==> config.mk <==
export PLATFORM = sky130hd
export DESIGN_NAME = mtse_top
export DESIGN_NICKNAME = d
export VERILOG_FILES = /design/src/hdl/mtse_pkg.sv /design/src/hdl/mtse_fifo.sv /design/src/hdl/mtse_top.sv
export SDC_FILE = /design/constraint.sdc
export NUM_CORES = 1
export LEC_CHECK = 0
export ABC_AREA = 1
export BUFFER_PORTS_ARGS = -buffer_cell sky130_fd_sc_hd__buf_4
export CAP_MARGIN = 20
export CORE_ASPECT_RATIO = 1.75
export CORE_MARGIN = 8
export CORE_UTILIZATION = 52
export CTS_BUF_LIST = sky130_fd_sc_hd__clkbuf_16
export DETAILED_ROUTE_END_ITERATION = 7
export HOLD_SLACK_MARGIN = 0.12
export PLACE_DENSITY = 0.68
export SYNTH_ARGS = -nofsm -noshare
export SYNTH_HDL_FRONTEND = slang
export SYNTH_HIERARCHICAL = 1
export SYNTH_SLANG_ARGS = --single-unit
==> constraint.sdc <==
create_clock -name CORE_CLK -period 4.7 [get_ports CORE_CLK]
set_input_delay 0.47 -clock CORE_CLK [delete_from_list [all_inputs] [get_ports CORE_CLK]]
set_output_delay 0.47 -clock CORE_CLK [all_outputs]
set_load 0.03 [all_outputs]
==> src/hdl/mtse_pkg.sv <==
// Package: constants and types for the multitag signalling serial encoder
package mtse_pkg;
   localparam int unsigned CLK_HZ = 200_000_000; // Core clock rate
   localparam int unsigned BIT_MS = 20; // Signalling bit time
   localparam int unsigned GAP_MS = 200; // Idle gap after each frame
   localparam int unsigned BIT_CYC = CLK_HZ / 1000 * BIT_MS; // Cycles per bit
   localparam int unsigned GAP_CYC = CLK_HZ / 1000 * GAP_MS; // Cycles per gap
   localparam int unsigned ID_BITS = 8; // Identifier bits per frame
   localparam int unsigned TAG_NUM = 16; // Size of the tag table
   localparam int unsigned FIFO_DEPTH = 8; // Identifier FIFO depth
   localparam logic [7:0] ASCII_ZERO = 8'h30; // Character '0'
   localparam logic [7:0] ASCII_A = 8'h41; // Character 'A'
   localparam logic [3:0] DIGIT_TEN = 4'hA; // First letter digit
   localparam logic START_LVL = 1'b1; // Start bit level
   localparam logic IDLE_LVL = 1'b0; // Idle line level

   // Programming modes
   typedef enum logic [2:0] {
      MTSE_BASIC_NO_SIGNAL,
      MTSE_SINGLE_TAG,
      MTSE_POSITIONAL_TWO_TAG_PROGRAM,
      MTSE_IDENTIFYING_TWO_TAG_PROGRAM,
      MTSE_IDENTIFYING_THREE_TAG_PROGRAM,
      MTSE_IDENTIFYING_FOUR_TAG_PROGRAM,
      MTSE_IDENTIFYING_SIXTEEN_TAG_PROGRAM
   } mtse_prog_t;

   // Recognised actuator report
   typedef struct packed {
      logic present; // Tag in safe zone
      logic [3:0] index; // Tag index
   } mtse_tag_t;

   // Per-tag behaviour table entry
   typedef struct packed {
      logic safety_en; // Tag may enable safety outputs
      logic signal_only; // Tag drives signalling output only
      logic send_id; // Tag identifier is transmitted
   } mtse_beh_t;
endpackage : mtse_pkg

==> src/hdl/mtse_fifo.sv <==
// Module: small synchronous FIFO with valid/ready on both sides
`timescale 1ns/1ps
module mtse_fifo #(
   parameter int unsigned WIDTH = 8,
   parameter int unsigned DEPTH = 8
) (
   input wire logic clk,
   input wire logic rst_n,
   input wire logic ce,
   input wire logic in_valid,
   output logic in_ready,
   input wire logic [WIDTH-1:0] in_data,
   output logic out_valid,
   input wire logic out_ready,
   output logic [WIDTH-1:0] out_data
);
   localparam int unsigned AW = $clog2(DEPTH); // Pointer width
   logic [WIDTH-1:0] mem [DEPTH]; // Storage array
   logic [AW-1:0] wr_q; // Write pointer
   logic [AW-1:0] rd_q; // Read pointer
   logic [AW:0] cnt_q; // Occupancy
   logic push; // Accepted write
   logic pop; // Accepted read

   assign in_ready = (cnt_q != (AW+1)'(DEPTH)); // Full at DEPTH entries
   assign out_valid = (cnt_q != '0);
   assign out_data = mem[rd_q];
   assign push = in_valid && in_ready && ce;
   assign pop = out_valid && out_ready && ce;

   // Storage write, no reset needed on data
   always_ff @(posedge clk) begin
      if (push) begin
         mem[wr_q] <= in_data;
      end
   end

   // Pointers and count
   always_ff @(posedge clk) begin
      if (!rst_n) begin
         wr_q <= '0;
         rd_q <= '0;
         cnt_q <= '0;
      end else begin
         if (push) begin
            wr_q <= AW'(wr_q + 1'b1);
         end
         if (pop) begin
            rd_q <= AW'(rd_q + 1'b1);
         end
         if (push && !pop) begin
            cnt_q <= cnt_q + 1'b1;
         end else if (pop && !push) begin
            cnt_q <= cnt_q - 1'b1;
         end
      end
   end
endmodule : mtse_fifo

==> src/hdl/mtse_top.sv <==
// Module: tag-to-output mapping and serial identifier encoder
//
// Notes on behaviour
// - Inverted variant outside basic: signal active when all off
// - Table of sixteen tag behaviours held
// - Positional: actuator_index_zero safety, actuator_index_one signalling only
// - Identifying programs: safety plus index sent
// - Identifier is ASCII hex digit character
// - Frame opens with one high start bit
// - Line low right after last bit
// - Two hundred ms idle gap between frames
// - Each bit lasts twenty ms
// - Stream only while multitag tag present
// - Basic variant keeps signalling output off
// - Safety outputs need inputs and zone
`timescale 1ns/1ps
module mtse_top (
   input wire logic CORE_CLK,
   input wire logic RESETN,
   input wire logic CLK_EN,
   input wire mtse_pkg::mtse_prog_t PROGRAM_SEL,
   input wire logic SIGNAL_INVERTED,
   input wire logic TAG_PRESENT,
   input wire logic [3:0] TAG_INDEX,
   input wire logic SAFETY_INPUT_A,
   input wire logic SAFETY_INPUT_B,
   output logic SAFETY_OUTPUT_A,
   output logic SAFETY_OUTPUT_B,
   output logic SIGNALLING_OUTPUT,
   output logic FRAME_BUSY
);
   import mtse_pkg::*;

   // Encoder states
   typedef enum logic [1:0] {
      ST_IDLE,
      ST_START,
      ST_DATA,
      ST_GAP
   } mtse_state_t;

   // Pin synchronisers, two stages each
   logic [1:0] sync1_q; // First stage, read only by second stage
   logic [1:0] sync2_q; // Second stage
   mtse_tag_t tag; // Synchronised tag report
   logic in_a; // Synchronised safety input A
   logic in_b; // Synchronised safety input B
   mtse_tag_t tag_sync1_q; // First stage of the tag bus
   mtse_tag_t tag_q; // Second stage of the tag bus

   // Behaviour table, one entry per tag
   mtse_beh_t beh_table [TAG_NUM]; // Decoded behaviour per tag
   mtse_beh_t beh; // Behaviour of the current tag

   logic safety_ok; // Safety outputs may switch on
   logic sig_static; // Static signalling level
   logic stream_en; // Identifier stream allowed
   logic [7:0] id_char; // ASCII character of the tag

   // Encoder registers
   mtse_state_t state_q; // Encoder state
   logic [31:0] tmr_q; // Bit and gap timer
   logic [2:0] bit_q; // Data bit index
   logic [7:0] shift_q; // Character being sent
   logic line_q; // Serial line level
   logic fifo_valid; // Character waiting
   logic [7:0] fifo_data; // Character at FIFO head
   logic fifo_in_ready; // FIFO can accept
   logic fifo_pop; // Encoder takes a character
   logic load_q; // One character per frame enqueued

   // Synchronise safety inputs; the tag bus is assumed stable across samples
   always_ff @(posedge CORE_CLK) begin
      if (!RESETN) begin
         sync1_q <= '0;
         sync2_q <= '0;
         tag_sync1_q <= '0;
         tag_q <= '0;
      end else if (CLK_EN) begin
         sync1_q <= {SAFETY_INPUT_B, SAFETY_INPUT_A};
         sync2_q <= sync1_q;
         tag_sync1_q <= '{present: TAG_PRESENT, index: TAG_INDEX};
         tag_q <= tag_sync1_q;
      end
   end
   assign in_a = sync2_q[0];
   assign in_b = sync2_q[1];
   assign tag = tag_q;

   // Behaviour table built from the programming, one entry per tag
   genvar gi;
   generate
      for (gi = 0; gi < TAG_NUM; gi++) begin : g_tab
         always_comb begin
            beh_table[gi] = '0;
            case (PROGRAM_SEL)
               MTSE_SINGLE_TAG: beh_table[gi].safety_en = (gi == 0);
               MTSE_POSITIONAL_TWO_TAG_PROGRAM: begin
                  beh_table[gi].safety_en = (gi == 0);
                  beh_table[gi].signal_only = (gi == 1);
               end
               MTSE_IDENTIFYING_TWO_TAG_PROGRAM: begin
                  beh_table[gi].safety_en = (gi < 2);
                  beh_table[gi].send_id = (gi < 2);
               end
               MTSE_IDENTIFYING_THREE_TAG_PROGRAM: begin
                  beh_table[gi].safety_en = (gi < 3);
                  beh_table[gi].send_id = (gi < 3);
               end
               MTSE_IDENTIFYING_FOUR_TAG_PROGRAM: begin
                  beh_table[gi].safety_en = (gi < 4);
                  beh_table[gi].send_id = (gi < 4);
               end
               MTSE_IDENTIFYING_SIXTEEN_TAG_PROGRAM: begin
                  beh_table[gi].safety_en = 1'b1;
                  beh_table[gi].send_id = 1'b1;
               end
               default: beh_table[gi] = '0;
            endcase
         end
      end
   endgenerate

   // Current tag behaviour, blank when nothing is recognised
   assign beh = tag.present ? beh_table[tag.index] : '0;
   assign safety_ok = beh.safety_en && in_a && in_b;
   assign stream_en = beh.send_id && (PROGRAM_SEL != MTSE_BASIC_NO_SIGNAL);
   assign id_char = (tag.index < DIGIT_TEN) ? ASCII_ZERO + {4'h0, tag.index}
                  : ASCII_A + {4'h0, tag.index - DIGIT_TEN};

   // Static signalling level when no stream runs
   always_comb begin
      if (PROGRAM_SEL == MTSE_BASIC_NO_SIGNAL) begin
         sig_static = 1'b0;
      end else if (SIGNAL_INVERTED) begin
         sig_static = !tag.present && !safety_ok;
      end else begin
         // Positional tag zero keeps the line low so open and closed stay distinct
         sig_static = beh.signal_only
                    || (beh.safety_en && !beh.send_id && PROGRAM_SEL == MTSE_SINGLE_TAG);
      end
   end

   // Identifier FIFO; a stall here holds back the next frame
   mtse_fifo #(.WIDTH(8), .DEPTH(FIFO_DEPTH)) u_fifo (
      .clk(CORE_CLK),
      .rst_n(RESETN),
      .ce(CLK_EN),
      .in_valid(stream_en && !load_q),
      .in_ready(fifo_in_ready),
      .in_data(id_char),
      .out_valid(fifo_valid),
      .out_ready(fifo_pop),
      .out_data(fifo_data)
   );
   // Without a tag any waiting character is stale, so it is drained
   assign fifo_pop = !stream_en || (state_q == ST_IDLE);

   // Enqueue one character per frame; rearmed when the gap ends
   always_ff @(posedge CORE_CLK) begin
      if (!RESETN) begin
         load_q <= 1'b0;
      end else if (CLK_EN) begin
         if (!stream_en) begin
            load_q <= 1'b0;
         end else if (fifo_in_ready && !load_q) begin
            load_q <= 1'b1;
         end else if (state_q == ST_GAP && tmr_q == 32'(GAP_CYC - 1)) begin
            load_q <= 1'b0;
         end
      end
   end

   // Frame sequencer: start bit, eight data bits, then idle gap
   always_ff @(posedge CORE_CLK) begin
      if (!RESETN) begin
         state_q <= ST_IDLE;
         tmr_q <= '0;
         bit_q <= '0;
         shift_q <= '0;
         line_q <= IDLE_LVL;
      end else if (CLK_EN) begin
         case (state_q)
            ST_IDLE: begin
               line_q <= IDLE_LVL;
               tmr_q <= '0;
               if (fifo_valid && stream_en) begin
                  shift_q <= fifo_data;
                  line_q <= START_LVL;
                  state_q <= ST_START;
               end
            end
            ST_START: begin
               tmr_q <= tmr_q + 1'b1;
               if (tmr_q == 32'(BIT_CYC - 1)) begin
                  tmr_q <= '0;
                  bit_q <= '0;
                  line_q <= shift_q[ID_BITS-1];
                  shift_q <= {shift_q[6:0], 1'b0};
                  state_q <= ST_DATA;
               end
            end
            ST_DATA: begin
               tmr_q <= tmr_q + 1'b1;
               if (tmr_q == 32'(BIT_CYC - 1)) begin
                  tmr_q <= '0;
                  bit_q <= bit_q + 1'b1;
                  if (bit_q == 3'(ID_BITS - 1)) begin
                     line_q <= IDLE_LVL;
                     state_q <= ST_GAP;
                  end else begin
                     line_q <= shift_q[ID_BITS-1];
                     shift_q <= {shift_q[6:0], 1'b0};
                  end
               end
            end
            ST_GAP: begin
               line_q <= IDLE_LVL;
               tmr_q <= tmr_q + 1'b1;
               if (tmr_q == 32'(GAP_CYC - 1)) begin
                  tmr_q <= '0;
                  state_q <= ST_IDLE;
               end
            end
            default: state_q <= ST_IDLE;
         endcase
         // Lost tag cuts the frame, so a new tag never inherits its tail
         if (!stream_en) begin
            state_q <= ST_IDLE;
            tmr_q <= '0;
            line_q <= IDLE_LVL;
         end
      end
   end

   // Registered pins; a lost tag ends the stream and the frame in progress
   always_ff @(posedge CORE_CLK) begin
      if (!RESETN) begin
         SAFETY_OUTPUT_A <= 1'b0;
         SAFETY_OUTPUT_B <= 1'b0;
         SIGNALLING_OUTPUT <= 1'b0;
         FRAME_BUSY <= 1'b0;
      end else if (CLK_EN) begin
         SAFETY_OUTPUT_A <= safety_ok;
         SAFETY_OUTPUT_B <= safety_ok;
         SIGNALLING_OUTPUT <= stream_en ? line_q : sig_static;
         FRAME_BUSY <= (state_q != ST_IDLE);
      end
   end
endmodule : mtse_top

# Word level (Yosys, flattened, before mapping)
# Memories as Yosys holds them, arrays and structs flattened. A register that Yosys moved wholly into a read port is not among the register bits.
# Index checks and enable logic that the tools add are counted.
[word_totals]
ram_bits = 64
n_memories = 1
regBits = 74
out_inout_bits = 4
[op_classes]
bitwise_logic = 1
reduce_logical = 43
eq_ne = 23
mux = 48
n_lt_le_gt_ge = 2
addsub = 9
[memory_table]
columns = ["memory", "depth", "word_bits", "read_ports", "rd_ports_with_merged_regs", "write_ports", "line_no", "source"]
rows = [
  ["u_fifo.mem", 8, 8, 1, 1, 1, "mtse_fifo.sv:18", "logic [WIDTH-1:0] mem [DEPTH];"],
]
[op_table]
columns = ["op", "count"]
rows = [
  ["two-way mux 32 bit", 3],
  ["one-hot mux 32 bit (3 select lines)", 1],
  ["two-way mux 8 bit", 5],
  ["adder 32 x 1 -> 32 bit (second input constant)", 1],
  ["equality test 32 x 22 -> 1 bit (second input constant)", 1],
  ["equality test 32 x 26 -> 1 bit (second input constant)", 1],
  ["one-hot mux 8 bit (3 select lines)", 1],
  ["two-way mux 3 bit", 7],
  ["two-way mux 1 bit", 19],
  ["logical AND 1 bit", 16],
  ["binary-select mux 3 bit (select 4 bit)", 1],
  ["equality test 3 bit (second input constant)", 4],
  ["two-way mux 2 bit", 6],
  ["AND reduction 6 bit", 2],
  ["adder 3 x 1 -> 3 bit (second input constant)", 3],
  ["!= test 3 bit (second input constant)", 3],
  ["adder 7 x 4 -> 8 bit (first input constant)", 1],
  ["two-way mux 4 bit", 2],
  ["one-hot mux 2 bit (4 select lines)", 1],
  ["adder 6 x 4 -> 7 bit (first input constant)", 1],
  ["zero test 1 bit", 7],
  ["equality test 3 x 2 -> 1 bit (second input constant)", 2],
  ["!= test 2 bit (second input constant)", 3],
  ["!= test 3 x 2 -> 1 bit (second input constant)", 2],
  ["other kinds (27)", 33],
]

# Logic depth before layout (Yosys ltp)
[logic_depth]
depth_word = 15
mapped_depth = 24
ltp_nobuf = 24

# By module
# Netlist, hierarchy kept.
[modules_own_cells]
columns = ["mod", "area_per_inst_um2", "seq_area_each_um2", "instances", "cells_each"]
rows = [
  ["mtse_top", 3962.6, 1281.2, 1, 606],
  ["mtse_fifo", 3233.1, 2182.1, 1, 294],
]

# Least setup slack after synthesis
# No wires, ideal clock.
[synth_path]
path_kind = "input to register"
from = "in PROGRAM_SEL[0]"
to = "reg u_fifo.cnt_q[3]"
path_stages = 23
t_arrival_ns = 2.393
n_path_buf = 0
slack_ns = 2.198
setup_ns = 0.109
path_cell_list = "nor2_1 > nand2_1 > nand2_1 > nand2_1 > nand2_1 > nand2_1 > nand2_2 > nand2_2 > nand2_4 > nor2_8 > inv_4 > nand2_1 > inv_1 > nand2_2 > ha_1 > inv_1 > ha_1 > nand3_1 > nand3_1 > nand2_1 > nand3_1 > nand2_1 > inv_1"
[synth_via]
elab_chain_len = 15
word_cells_on_any_way = 30
cone_classes = "4 x eq/ne; 9 x mux; 17 x reduce/logical"
[synth_lines]
columns = ["item", "line_no", "source"]
rows = [
  ["start: declaration", "mtse_top.sv:21", "input wire mtse_pkg::mtse_prog_t PROGRAM_SEL,"],
  ["equality test 3 bit or equality test 3 x 2 -> 1 bit (tied branches)", "mtse_top.sv:96", "case (PROGRAM_SEL)"],
  ["OR reduction 4 bit (no source line), or another cell as far along", "n/a", ""],
  ["two-way mux 1 bit", "mtse_top.sv:96", ""],
  ["binary-select mux 3 bit (select 4 bit)", "mtse_top.sv:125", "assign beh = tag.present ? beh_table[tag.index] : '0;"],
  ["two-way mux 3 bit (implied by the code) (2 in series)", "mtse_top.sv:125", ""],
  ["two-way mux 3 bit", "mtse_top.sv:125", ""],
  ["logical AND 1 bit *", "mtse_top.sv:127", "assign stream_en = beh.send_id && (PROGRAM_SEL != MTSE_BASIC_NO_SIGNAL);"],
  ["zero test 1 bit *", "n/a", ""],
  ["logical OR 1 bit *", "mtse_top.sv:157", "assign fifo_pop = !stream_en || (state_q == ST_IDLE);"],
  ["via fifo_pop", "mtse_top.sv:69", "logic fifo_pop;"],
  ["logical AND 1 bit * (2 in series)", "mtse_fifo.sv:29", "assign pop = out_valid && out_ready && ce;"],
  ["zero test 1 bit", "mtse_fifo.sv:51", "if (push && !pop) begin"],
  ["logical AND 1 bit", "mtse_fifo.sv:51", ""],
  ["two-way mux 4 bit or nonzero test 2 bit (tied branches)", "n/a", ""],
  ["end signal: assignment", "mtse_fifo.sv:52", "cnt_q <= cnt_q + 1'b1;"],
  ["end signal: assignment", "mtse_fifo.sv:54", "cnt_q <= cnt_q - 1'b1;"],
  ["end: declaration", "mtse_fifo.sv:21", "logic [AW:0] cnt_q;"],
]
# The timed path passes the listed nets; every way through them passes the cells marked *. The select of a mux whose other input is x is not followed.
# A chain may end at the register's enable or synchronous reset.

# Worst setup path after layout
[layout_path]
from = "reg tag_q (netlist bit tag[0])"
to = "reg u_fifo.cnt_q[3]"
[layout_via]
word_cells_on_any_way = 19
cone_classes = "5 x mux; 1 x bitwise; 13 x reduce/logical"
[layout_rtl]
columns = ["item", "line_no", "source"]
rows = [
  ["start: declaration", "mtse_top.sv:49", "mtse_tag_t tag_q;"],
  ["start signal: assignment", "mtse_top.sv:83", "tag_q <= tag_sync1_q;"],
  ["NOT 4 -> 5 bit (implied by the code) *", "mtse_top.sv:125", ""],
  ["binary-select mux 3 bit (select 4 bit) *", "mtse_top.sv:125", ""],
  ["two-way mux 3 bit (implied by the code) * (2 in series)", "mtse_top.sv:125", ""],
  ["two-way mux 3 bit *", "mtse_top.sv:125", ""],
  ["logical AND 1 bit *", "mtse_top.sv:127", ""],
  ["logical AND 1 bit *", "mtse_top.sv:149", ".in_valid(stream_en && !load_q),"],
  ["logical AND 1 bit * (2 in series)", "mtse_fifo.sv:28", "assign push = in_valid && in_ready && ce;"],
  ["via u_fifo.push", "mtse_fifo.sv:22", "logic push;"],
  ["zero test 1 bit", "mtse_fifo.sv:53", "end else if (pop && !push) begin"],
  ["logical AND 1 bit", "mtse_fifo.sv:53", ""],
  ["nonzero test 2 bit (no source line)", "n/a", ""],
]
# Marked as above.

==> flow_summary_export.csv <==
group,metric,value,unit
pwr,p_per_area,413,nW/um^2
global_routing,grt_antenna_before_repair,0,
place,io_buffers,17,
synthesis,synth-seq-cells,141,
synthesis,ys_top_cells_by_area,"edfxtp_1 (27%), dfxtp_1 (21%), nand2_1 (10%)",
synthesis,ys.flop_type,"dfxtp_1",
timing,final.min_clock_period,2.56,ns
drt,viasPerCell,5.34,
floorplan,start_util,0.525,
floorplan,die-area,18000,sq um
synthesis,synthArstFlopShare,0,
critical_path,r2r_slack,2.14,ns
synthesis,yosysWarnings,6,
global_routing,gr-total-overflow,0,
critical_path,worstSetupEndpointType,"flop",
outcome,status,"complete, no violations",
clocking,cts_resized,0,
drt,drtAntennaViolNets,0,
timing,slew_violations,0,
floorplan,fp-row-count,57,
critical_path,worst_setup_path_start_kind,"flop",
synthesis,netlist_area,7200,sq um
final_layout,final_cells,1114,
drt,drc,0,
critical_path,cp-endpoint,"u_fifo/cnt_q[3]$_SDFFE_PN0P_",
drt,vias,5949,
clocking,cts-buffers-inserted,17,
timing,setup_viol,0,
synthesis,synth_top_area_frac,0.267,
critical_path,r2r_start,"tag[0]$_SDFFE_PN0P_",
timing,max_slew_margin,0.253,
synthesis,netlist_instances,900,
drt,wl_per_cell,15.6,um
clocking,post_cts_buffers,0,
pwr,ir_drop,0.260,mV
pwr,p_leak,3.10,nW
job,drv_cap,0,
global_routing,grt_pass1_vias,5939,
critical_path,cp_data_required_time,5.06,ns
synthesis,syn_avg_cell_area,8.00,sq um
hold_path,hold_path.class,"primary input to flop",
place,dp_cells,1079,
global_routing,grt_pass1_wl,28.4,mm
critical_path,critPathMaxFanout,8,
floorplan,core_area,13700,sq um
final_layout,nNetsFinal,953,
timing,tns,0,ns
clocking,clkSinkCount,141,
timing,finalHoldViolations,0,
clocking,cts_max_path_buffers,2,
critical_path,cp.arrival,2.92,ns
final_layout,layout-drive-gt1-share,0.112,
place,place_congestion,1.01,
timing,rsz0062_at_grt,"no",
timing,fmax,391,MHz
synthesis,synth_top_cell_by_area,"edfxtp_1",
global_routing,grt_max_degree,52,
drt,drt_wl_total,17.4,mm
floorplan,dieHeight,172,um
synthesis,seq_area_frac_synth,0.481,
clocking,cts_tree,"done",
clocking,cts_hold_buf,0,
clocking,cts.reportedPaths.clkPinSlew,0.07,ns
floorplan,io_pins,18,
synthesis,synth_edf_count,64,
floorplan,die_w,105,um
synthesis,yosysUniqueCellTypes,46,
global_routing,grt_usage,0.201,
final_layout,areaGrowthSynthToFinish,11.1,%
timing,finClkSkew,0.00958,ns
place,dp_hpwl,12.7,mm
clocking,clockRootBuffer,"clkbuf_16",
critical_path,criticalPathCategory,"flop to flop",
critical_path,ff2ff_path_depth,23,
clocking,ctsHtreeMaxLevel,4,
drt,drt_iter0_markers,234,
critical_path,startpoint,"tag[0]$_SDFFE_PN0P_",
timing,finalCritPeriodShare,0.544,
timing,tightest_slew,1.11,ns
final_layout,finish.utilization,0.584,
final_layout,n_antenna_cell,0,
drt,drt_first_pass_iters,4,
clocking,clk_latency,0.42,ns
critical_path,r2r-end,"u_fifo/cnt_q[3]$_SDFFE_PN0P_",
## worst min path at each step
stage	from	cells after the start	slack (ns)	endpoint
3_3_place_gp	bit_q[2]$_SDFFE_PN0P_	1	0.45	bit_q[2]$_SDFFE_PN0P_
2_1_floorplan	line_q$_SDFFE_PN0P_	2	0.44	line_q$_SDFFE_PN0P_
5_1_grt	TAG_INDEX[1]	3	0.28	tag_sync1_q[1]$_SDFFE_PN0P_
3_5_place_dp	line_q$_SDFFE_PN0P_	2	0.46	line_q$_SDFFE_PN0P_
6_report	SAFETY_INPUT_B	3	0.28	sync1_q[1]$_SDFFE_PN0P_
4_1_cts	TAG_INDEX[1]	3	0.27	tag_sync1_q[1]$_SDFFE_PN0P_
## final cells by class
cell class	count	area, sq um
fill	1298	5700
sequential	141	3460
multi-input combinational	661	3280
clock buffer	17	425
inverter	77	293
tap	177	221
timing repair buffer	26	188
clock inverter	15	125
## registers in the layout (all words and copies together) (netlist names), named ones only
signal,count
tag,5
load_q,1
state_q,2
FRAME_BUSY,1
u_fifo/rd_q,3
shift_q,8
sync1_q,2
u_fifo/cnt_q,4
sync2_q,2
tmr_q,32
u_fifo/wr_q,3
line_q,1
SIGNALLING_OUTPUT,1
bit_q,3
tag_sync1_q,5
u_fifo/mem,64
SAFETY_OUTPUT_B,1
## synthesized netlist by cell type, types with 2 or more instances
cell type and number:
inv_2 5, nand2_1 194, dfxtp_1 77, clkinv_1 2, a21oi_2 13, o21ai_1 28, nor2_8 2, nand4_1 17
or2_2 3, nand3_1 34, nand3b_1 2, nand2_2 5, xor2_1 16, nor4_1 4, buf_6 6, buf_4 2
nor3_1 20, o21a_1 2, ha_1 14, xnor2_1 2, nand2_4 2, edfxtp_1 64, o21ai_0 67, o21ai_2 2
nand3_2 11, nor2_1 155, clkbuf_1 15, a21o_1 2, a21oi_1 49, inv_1 68, buf_2 2
## through the flow
stage / area (sq um) / worst slack [ns] / total power, mW / hold WS (ns)
after floorplan: 7220 / 2.20 / 1.93 / 0.444
after global placement: 7420 / 1.83 / 2.07 / 0.455
after detailed placement: 7430 / 1.74 / 2.08 / 0.462
after CTS: 7980 / 2.08 / 3.33 / 0.269
after global routing: 8000 / 1.85 / 3.49 / 0.276
final: 8000 / 2.14 / 3.30 / 0.276
## critical path, stage by stage, from the launching register on
cell and delay (ns):
dfxtp_1 0.35, nand2_1 0.08, nand2_1 0.05, nand2_1 0.08, nand2_1 0.06, nand2_1 0.07, nand2_2 0.06, nand2_2 0.08
nand2_4 0.09, nor2_1 0.10, nand2_1 0.05, inv_1 0.08, nand2_2 0.12, inv_2 0.12, ha_1 0.22, inv_1 0.10
ha_1 0.32, nand2_1 0.10, nand2_1 0.06, nor2_1 0.09, nand2_1 0.05, nand3_1 0.06, nand2_1 0.05, inv_1 0.04
## where the power goes
group | switching, mW | total, mW | internal, mW
Sequential | 0.0709 | 1.41 | 1.34
Combinational | 0.426 | 0.641 | 0.215
Clock | 0.562 | 1.25 | 0.690
Total | 1.06 | 3.30 | 2.24
## kinds of logic (layout without fill, tap and decap cells)
kind of cell	count (synthesis)	count (layout)	synth area share
buffers and inverters	105	135	0.0666
AND/OR/NAND/NOR	451	451	0.273
flip-flops	141	141	0.481
multiplexers	1	1	0.00139
adder cells (fa/ha/maj)	15	15	0.0271
XOR/XNOR	18	18	0.0219
other	1	8	0.000521
AO/OA/AOI/OAI	168	168	0.128
## per-layer routing
metal	routed length [um]	vias to the layer above	part of all wire	GRT usage
met2	9910	118	0.57	0.398
met1	6220	2740	0.36	0.184
met4	894	0	0.051	0.130
met5	0	-	0	0
met3	364	58	0.021	0.0300
li1	-	3033	-	-
## cells in the final DEF (no fill, tap or decap), types with 5 or more instances in the layout
master | synthesis | final
buf_4 | 2 | 22
inv_1 | 68 | 68
conb_1 | 1 | 8
dfxtp_1 | 77 | 77
ha_1 | 14 | 14
nand2_1 | 194 | 194
clkbuf_16 | 0 | 17
nand3_1 | 34 | 34
nand4_1 | 17 | 17
xor2_1 | 16 | 16
a21oi_2 | 13 | 13
edfxtp_1 | 64 | 64
o21ai_1 | 28 | 28
nor2_1 | 155 | 155
nor3_1 | 20 | 20
a21oi_1 | 49 | 49
inv_2 | 5 | 5
o21ai_0 | 67 | 67
nand2_2 | 5 | 5
inv_6 | 0 | 7
nand3_2 | 11 | 11
No activity file was read; power rests on OpenSTA's default activity.
